### src/frb_pkg.sv
`default_nettype none
package frb_pkg;
   // ----------------------------------------------------------------
   // record layout, byte numbers within the block read
   // ----------------------------------------------------------------
   localparam logic [7:0] REC_LEN      = 8'h93;  // full log length
   localparam logic [7:0] OFS_TIME     = 8'h05;  // timestamp, low byte first
   localparam logic [7:0] OFS_VOUT_PK  = 8'h0B;  // ch0 then ch1
   localparam logic [7:0] OFS_IOUT_PK  = 8'h0F;
   localparam logic [7:0] OFS_VIN_PK   = 8'h13;
   localparam logic [7:0] OFS_TEMP     = 8'h15;  // ext0, ext1, die
   localparam logic [7:0] OFS_EVENT    = 8'h1B;  // newest event page
   localparam logic [7:0] OFS_STATUS   = 8'h27;  // status bytes of event n
   localparam logic [7:0] OFS_LAST     = 8'h2E;  // last byte built here
   localparam int         IMG_BYTES    = 47;
   localparam int         IMG_W        = IMG_BYTES * 8;
   localparam int         TS_W         = 48;

   // ----------------------------------------------------------------
   // measurement selector codes of the converter sweep
   // ----------------------------------------------------------------
   localparam logic [3:0] SEL_VOUT0    = 4'h0;
   localparam logic [3:0] SEL_VOUT1    = 4'h1;
   localparam logic [3:0] SEL_IOUT0    = 4'h2;
   localparam logic [3:0] SEL_IOUT1    = 4'h3;
   localparam logic [3:0] SEL_VIN      = 4'h4;
   localparam logic [3:0] SEL_IIN      = 4'h5;
   localparam logic [3:0] SEL_TEXT0    = 4'h6;
   localparam logic [3:0] SEL_TEXT1    = 4'h7;
   localparam logic [3:0] SEL_TDIE     = 4'h8;
   localparam int         SEL_COUNT    = 9;

   // ----------------------------------------------------------------
   // timing
   // ----------------------------------------------------------------
   localparam int         CLK_NS       = 100;
   localparam int         TICK_NS      = 200000;  // timestamp resolution
   localparam int         TICK_CYCLES  = (TICK_NS + CLK_NS - 1) / CLK_NS;
   localparam logic [10:0] TICK_LAST   = 11'(TICK_CYCLES - 1);

   typedef enum {
      FRB_IDLE,
      FRB_PENDING,
      FRB_LOGGED
   } frb_state_t;
endpackage
`default_nettype wire

### src/frb_record_builder.sv
`default_nettype none
module frb_record_builder
   import frb_pkg::*;
(
   // clock and reset
   input  wire logic        clock_in,
   input  wire logic        rst_n_in,
   // converter sweep readings
   input  wire logic        meas_valid_in,
   input  wire logic [3:0]  meas_sel_in,
   input  wire logic [15:0] meas_data_in,
   input  wire logic        sweep_done_in,
   // status levels, sampled when the record is committed
   input  wire logic [7:0]  status_vout0_in,
   input  wire logic [7:0]  status_vout1_in,
   input  wire logic [15:0] status_word0_in,
   input  wire logic [15:0] status_word1_in,
   input  wire logic [7:0]  status_mfr0_in,
   input  wire logic [7:0]  status_mfr1_in,
   // control events
   input  wire logic        fault_in,
   input  wire logic        clear_peaks_in,
   input  wire logic        log_clear_in,
   // fault record read port
   input  wire logic        rd_en_in,
   input  wire logic [7:0]  rd_addr_in,
   output logic      [7:0]  rd_data_out,
   output logic      [7:0]  rd_length_out,
   // status
   output logic             fault_pending_out,
   output logic             log_valid_out
);

   // ----------------------------------------------------------------
   // helpers
   // ----------------------------------------------------------------
   // linear11 to a comparable fixed-point value; exponent+16 is its msb flipped
   function automatic logic signed [47:0] lin11_val(input logic [15:0] v);
      logic [4:0] sh;
      logic signed [47:0] r;
      sh = {~v[15], v[14:11]};
      r = $signed({{37{v[10]}}, v[10:0]});
      return r <<< sh;
   endfunction

   // new peak: first reading after clear loads, later only larger ones
   function automatic logic [15:0] peak_next(input logic seen, input logic is11,
                                            input logic [15:0] old, input logic [15:0] nw);
      logic bigger;
      bigger = is11 ? (lin11_val(nw) > lin11_val(old)) : (nw > old);
      return (!seen || bigger) ? nw : old;
   endfunction

   // byte of the record image, zero outside what this block builds
   function automatic logic [7:0] rec_byte(input logic [IMG_W-1:0] img, input logic [7:0] idx);
      int sh;
      sh = (IMG_BYTES - 1 - int'(idx)) * 8;
      if (idx > OFS_LAST) begin
         return 8'h00;
      end
      return img[sh +: 8];
   endfunction

   // ----------------------------------------------------------------
   // state
   // ----------------------------------------------------------------
   frb_state_t       state_ff;
   frb_state_t       nxt_state;
   logic [10:0]      tick_cnt_ff;
   logic [TS_W-1:0]  time_ff;
   logic [TS_W-1:0]  fault_time_ff;
   logic [15:0]      cur_ff [0:SEL_COUNT-1];
   logic [15:0]      pk_vout0_ff;
   logic [15:0]      pk_vout1_ff;
   logic [15:0]      pk_iout0_ff;
   logic [15:0]      pk_iout1_ff;
   logic [15:0]      pk_vin_ff;
   logic [4:0]       pk_seen_ff;
   logic [IMG_W-1:0] image_ff;
   logic [IMG_W-1:0] nxt_image;
   logic             commit;

   // commit only at a sweep end while a fault waits
   assign commit = (state_ff == FRB_PENDING) && sweep_done_in;

   // ----------------------------------------------------------------
   // capture state machine
   // ----------------------------------------------------------------
   // a fault while logged is ignored: the log stays locked until cleared
   always_comb begin
      nxt_state = state_ff;
      case (state_ff)
         FRB_IDLE: begin
            if (fault_in) begin
               nxt_state = FRB_PENDING;
            end
         end
         FRB_PENDING: begin
            if (sweep_done_in) begin
               nxt_state = FRB_LOGGED;
            end
         end
         FRB_LOGGED: begin
            if (log_clear_in) begin
               nxt_state = FRB_IDLE;
            end
         end
         default: begin
            nxt_state = FRB_IDLE;
         end
      endcase
   end

   always_ff @(posedge clock_in) begin
      if (!rst_n_in) begin
         state_ff <= FRB_IDLE;
      end else begin
         state_ff <= nxt_state;
      end
   end

   // ----------------------------------------------------------------
   // shared-clock timestamp
   // ----------------------------------------------------------------
   always_ff @(posedge clock_in) begin
      if (!rst_n_in) begin
         tick_cnt_ff <= 11'h000;
         time_ff     <= 48'h0;
      end else if (tick_cnt_ff == TICK_LAST) begin
         tick_cnt_ff <= 11'h000;
         time_ff     <= time_ff + 48'h1;
      end else begin
         tick_cnt_ff <= tick_cnt_ff + 11'h001;
      end
   end

   // time caught on the fault itself, not at the later commit
   always_ff @(posedge clock_in) begin
      if (!rst_n_in) begin
         fault_time_ff <= 48'h0;
      end else if (state_ff == FRB_IDLE && fault_in) begin
         fault_time_ff <= time_ff;
      end
   end

   // ----------------------------------------------------------------
   // working sweep and peaks
   // ----------------------------------------------------------------
   // readings of the running sweep; complete when sweep_done_in arrives
   always_ff @(posedge clock_in) begin
      if (!rst_n_in) begin
         for (int i = 0; i < SEL_COUNT; i++) begin
            cur_ff[i] <= 16'h0000;
         end
      end else if (meas_valid_in && int'(meas_sel_in) < SEL_COUNT) begin
         cur_ff[meas_sel_in] <= meas_data_in;
      end
   end

   // vout is linear16 mantissa, unsigned; the rest compare as linear11
   always_ff @(posedge clock_in) begin
      if (!rst_n_in || clear_peaks_in) begin
         pk_seen_ff  <= 5'h00;
         pk_vout0_ff <= 16'h0000;
         pk_vout1_ff <= 16'h0000;
         pk_iout0_ff <= 16'h0000;
         pk_iout1_ff <= 16'h0000;
         pk_vin_ff   <= 16'h0000;
      end else if (meas_valid_in) begin
         case (meas_sel_in)
            SEL_VOUT0: begin
               pk_vout0_ff   <= peak_next(pk_seen_ff[0], 1'b0, pk_vout0_ff, meas_data_in);
               pk_seen_ff[0] <= 1'b1;
            end
            SEL_VOUT1: begin
               pk_vout1_ff   <= peak_next(pk_seen_ff[1], 1'b0, pk_vout1_ff, meas_data_in);
               pk_seen_ff[1] <= 1'b1;
            end
            SEL_IOUT0: begin
               pk_iout0_ff   <= peak_next(pk_seen_ff[2], 1'b1, pk_iout0_ff, meas_data_in);
               pk_seen_ff[2] <= 1'b1;
            end
            SEL_IOUT1: begin
               pk_iout1_ff   <= peak_next(pk_seen_ff[3], 1'b1, pk_iout1_ff, meas_data_in);
               pk_seen_ff[3] <= 1'b1;
            end
            SEL_VIN: begin
               pk_vin_ff     <= peak_next(pk_seen_ff[4], 1'b1, pk_vin_ff, meas_data_in);
               pk_seen_ff[4] <= 1'b1;
            end
            default: begin
            end
         endcase
      end
   end

   // ----------------------------------------------------------------
   // record image
   // ----------------------------------------------------------------
   // bytes 0-4 belong to another block and read as zero here
   assign nxt_image = {40'h0,
                       fault_time_ff[7:0], fault_time_ff[15:8], fault_time_ff[23:16],
                       fault_time_ff[31:24], fault_time_ff[39:32], fault_time_ff[47:40],
                       pk_vout0_ff, pk_vout1_ff,
                       pk_iout0_ff, pk_iout1_ff,
                       pk_vin_ff,
                       cur_ff[SEL_TEXT0], cur_ff[SEL_TEXT1], cur_ff[SEL_TDIE],
                       cur_ff[SEL_VOUT0], cur_ff[SEL_VOUT1], cur_ff[SEL_IOUT0],
                       cur_ff[SEL_IOUT1], cur_ff[SEL_VIN], cur_ff[SEL_IIN],
                       status_vout0_in, status_vout1_in, status_word0_in, status_word1_in,
                       status_mfr0_in, status_mfr1_in};

   // one wide load, so a reader never sees a mix of two captures
   always_ff @(posedge clock_in) begin
      if (!rst_n_in) begin
         image_ff <= '0;
      end else if (commit) begin
         image_ff <= nxt_image;
      end
   end

   // ----------------------------------------------------------------
   // read port
   // ----------------------------------------------------------------
   always_ff @(posedge clock_in) begin
      if (!rst_n_in) begin
         rd_data_out   <= 8'h00;
         rd_length_out <= 8'h00;
      end else begin
         rd_length_out <= (nxt_state == FRB_LOGGED) ? REC_LEN : 8'h00;
         if (rd_en_in) begin
            rd_data_out <= (state_ff == FRB_LOGGED) ? rec_byte(image_ff, rd_addr_in) : 8'h00;
         end
      end
   end

   assign fault_pending_out = (state_ff == FRB_PENDING);
   assign log_valid_out     = (state_ff == FRB_LOGGED);
endmodule
`default_nettype wire

### config.mk
export PLATFORM = sky130hd
export DESIGN_NAME = frb_record_builder
export DESIGN_NICKNAME = d
export VERILOG_FILES = /design/src/frb_pkg.sv /design/src/frb_record_builder.sv
export SDC_FILE = /design/constraint.sdc
export NUM_CORES = 2
export LEC_CHECK = 0
export ABC_AREA = 1
export BUFFER_PORTS_ARGS = -buffer_cell sky130_fd_sc_hd__buf_4
export CAP_MARGIN = 30
export CELL_PAD_IN_SITES_DETAIL_PLACEMENT = 1
export CELL_PAD_IN_SITES_GLOBAL_PLACEMENT = 2
export CORE_ASPECT_RATIO = 1.4
export CORE_MARGIN = 2
export CORE_UTILIZATION = 41
export CTS_BUF_LIST = sky130_fd_sc_hd__clkbuf_2 sky130_fd_sc_hd__clkbuf_4 sky130_fd_sc_hd__clkbuf_8
export DETAILED_ROUTE_END_ITERATION = 7
export GPL_TIMING_DRIVEN = 0
export PLACE_DENSITY_LB_ADDON = 0.1
export SETUP_SLACK_MARGIN = 0.2
export SKIP_CTS_REPAIR_TIMING = 1
export SYNTH_ARGS = -nofsm -noshare
export SYNTH_HDL_FRONTEND = slang
export SYNTH_SLANG_ARGS = --single-unit
export TNS_END_PERCENT = 1
### constraint.sdc
create_clock -name clock_in -period 9.75 [get_ports clock_in]
set_input_delay 1.4625 -clock clock_in [delete_from_list [all_inputs] [get_ports clock_in]]
set_output_delay 1.4625 -clock clock_in [all_outputs]
set_load 0.05 [all_outputs]
==> flow_summary.yaml <==
floorplanning:
  die_area_mm2: 0.0912
  ioPinCount: 118
  initial_core_util_pct: 41.3
  rows: 129
  die_h_um: 356
  design.core.area_mm2: 0.0881
  die_x_um: 256
synth:
  yosys.cell_types.count: 50
  yosys.area_share.simple_pct: 23.6
  synth.area.top_cells: "dfxtp_1 31%, edfxtp_1 12%, nor2_1 11%"
  ys_warn_count: 0
  synth-edff-count: 144
  post_synth_instance_area_mm2: 0.0364
  synth_flop_cell: "dfxtp_1"
  synth_xor_area_share_pct: 0.670
  synthMuxAreaShare_pct: 1.21
  postSynthAreaPerCell_um2: 7.42
  synth_fa_ha_area_share_pct: 5.54
  netlist_instances: 4904
  synth_compound_area_share_pct: 18.0
  async_flop_share_pct: 0
  synth_top_family_by_area: "simple AND/OR/NAND/NOR gates"
  synth_top_area_share_pct: 31.3
  ys_ff_latch: 713
  synth_top_cell_by_area: "dfxtp_1"
  ys_seq_area_share_pct: 43.2
setup_path:
  setup.worst_path.class: "in2reg"
  r2r-start: "pk_vin_ff[11]$_SDFFE_PP0P_"
  cp_common_cell: "nand2_1"
  arrival_ps: 6390
  r2r_slack_ps: 4900
  cp-end-kind: "flop"
  r2r_cells: 23
  path_max_fanout: 10
  cp_slowest_cell: "o21ai_1"
  crit_required_ps: 10390
  critPathLaunchType: "input pin"
  slowest_delay_ps: 790
  rr_endpoint: "pk_vin_ff[14]$_SDFFE_PP0P_"
  worst-path-buf-inv: 4
  cp_top_family: "compound AO/OA/AOI/OAI gates"
sta:
  fin_worst_skew_ps: 44.1
  rsz0062_at_grt: "no"
  slew_headroom_pct: 30.1
  max_freq_mhz: 174
  finalHoldViolCount: 0
  setup_viol: 0
  post-route-min-period_ps: 5750
  finalSetupTns_ps: 0
  worst_pin_slew_ps: 1050
  final.period_utilization_pct: 58.9
  drv_slew: 0
placed_design:
  post_dp_cell_area_mm2: 0.0393
  gp_congestion: 0.936
  dp_hpwl_um: 118000
  numPortBuffers: 112
detailed_routing:
  wl_met3_um: 6350
  drt-met1-wl_um: 57200
  antenna_left: 0
  drc: 0
  routed-wl-met2_um: 75900
  post_drt_via_cell_ratio: 5.45
  drt_iter0_drc: 2120
  drt-total-wl_um: 151000
  routed.top_layer: "met4"
  drt_pre_antenna_iters: 7
  wire_per_inst_um: 23.3
  vias: 35300
cells_and_area:
  n_fill_cell: 11300
  fin_area_mm2: 0.0417
  fin_util_pct: 47.4
  fin_nets: 5462
  drive_gt1_share_pct: 9.80
  multiInputGateArea_mm2: 0.0180
  syn_to_final_growth_pct: 14.7
  seq_area_mm2: 0.0157
  mostFrequentLayoutCell: "nor2_1"
  final_cell_mix: "1048 x nor2_1, 692 x nand2_1, 569 x dfxtp_1"
clocking:
  tritoncts: "done"
  numCtsBuffers: 109
  clock_path_buffers: 3
  clk_latency_ps: 770
  cts.sinks: 713
  htree_levels: 3
  clk_pin_slew_ps: 70
  root_buffer: "clkbuf_8"
worst_hold_path:
  holdPathStages: 2
  min-delay-path-class: "reg2reg"
  min_from: "cur_ff[1][12]$_SDFFCE_PN0P_"
  min_to: "image_ff[140]$_SDFFE_PN0P_"
global_route:
  grt_overflow_total: 0
  grt_max_degree: 17
  track_usage_pct: 32.5
  grt_pass1_wl_um: 223000
  grt_pass1_vias: 35900
  antenna_found_initial: 1
run:
  cap_violations: 0
status:
  status: "complete, no violations"
power_and_ir_drop:
  max-vdd-ir-drop_mv: 0.0998
  leakage_nw: 16.6
  powerDensity_mw_per_mm2: 158
[Yosys cell counts, types with 9 or more instances]
| cell | number |
|---|---|
| nand4_1 | 27 |
| a21oi_1 | 292 |
| o21ai_0 | 557 |
| buf_2 | 94 |
| a211oi_1 | 188 |
| nand2_1 | 692 |
| nor2_1 | 1048 |
| buf_4 | 9 |
| xnor2_1 | 14 |
| edfxtp_1 | 144 |
| clkbuf_1 | 201 |
| o311ai_0 | 13 |
| or2_2 | 23 |
| nor4_1 | 14 |
| dfxtp_1 | 569 |
| o211ai_1 | 70 |
| buf_1 | 18 |
| nor3_1 | 59 |
| mux2i_1 | 44 |
| ha_1 | 161 |
| nand3_1 | 205 |
| clkinv_1 | 9 |
| xor2_1 | 12 |
| inv_1 | 357 |
[cell type report]
type                       count  share of cell area [%]
multi-input combinational   3525                    43.1
sequential                   713                    37.7
clock buffer                 174                    5.14
tap                         1179                    3.53
buffer                       331                    3.47
inverter                     368                    3.31
timing repair buffer         153                    3.13
clock inverter                33                   0.693
antenna                        1                 0.00600
[stage by stage]
stage | cells | worst slack [ps] | power, W | hold slack, ps
global route | 6477 | 3720 | 0.00683 | 472
detailed placement | 6268 | 3240 | 0.00389 | 447
floorplan | 4937 | 5300 | 0.00352 | 418
CTS | 6475 | 4030 | 0.00664 | 453
global placement | 6228 | 2580 | 0.00385 | 426
finish | 6477 | 4000 | 0.00661 | 449
[power breakdown]
| group | switching, W | internal, W | leakage [nW] | total (W) |
|---|---|---|---|---|
| clock network | 0.00127 | 0.00151 | 1.30 | 0.00277 |
| registers | 0.0000152 | 0.00305 | 5.97 | 0.00307 |
| logic | 0.000550 | 0.000219 | 9.33 | 0.000769 |
| total | 0.00183 | 0.00478 | 16.6 | 0.00661 |
[flip-flops by register name, summed over array words and instances, names as in the netlist, 32 cells and up]
register       cells
cur_ff           144
state_ff          32
image_ff         336
fault_time_ff     48
time_ff           48
[worst reg2reg max path, stage by stage (launching register included)]
cell      delay, ps
dfxtp_1         300
clkbuf_1        150
clkbuf_1        240
o21ai_0         570
mux2i_1         210
mux2i_1         360
o21ai_0         240
o21ai_0         200
inv_1            70
ha_1            290
nand2_1          70
nor2_1          240
nand2_1         150
inv_1           100
nand3b_1         70
nor2_1          190
nand2_1         110
nand3_1          90
nand3_1         140
nand2_1         390
buf_2           320
nand3_1         100
nand2_1          90
nor2_1           50
[per-layer routing]
| layer | GRT usage [%] | vias up |
|---|---|---|
| li1 | - | 17000 |
| met1 | 35.4 | 16900 |
| met2 | 59.4 | 983 |
| met3 | 3.91 | 377 |
| met4 | 21.7 | 0 |
| met5 | 0 | - |
[cell families (layout without fill, tap and decap cells)]
| family | count (synthesis) | count (layout) |
|---|---|---|
| other cells | 1 | 35 |
| simple gates | 2104 | 2104 |
| xor+xnor | 27 | 27 |
| flops | 713 | 713 |
| fa+ha+maj | 161 | 161 |
| buf+inv | 699 | 1059 |
| mux | 44 | 44 |
| compound gates | 1155 | 1155 |
[worst max-delay path by stage]
| stage | from | endpoint | slack, ps | depth (start not counted) |
|---|---|---|---|---|
| detailed placement | meas_data_in[11] | pk_vin_ff[14]$_SDFFE_PP0P_ | 3240 | 24 |
| global placement | meas_data_in[11] | pk_vin_ff[14]$_SDFFE_PP0P_ | 2580 | 24 |
| CTS | meas_data_in[11] | pk_vin_ff[14]$_SDFFE_PP0P_ | 4030 | 24 |
| finish | meas_data_in[11] | pk_vin_ff[14]$_SDFFE_PP0P_ | 4000 | 25 |
| global route | meas_data_in[11] | pk_vin_ff[14]$_SDFFE_PP0P_ | 3720 | 25 |
| floorplan | meas_data_in[11] | pk_iout1_ff[6]$_SDFFE_PP0P_ | 5300 | 23 |
Power figures use the tool's default switching activity.
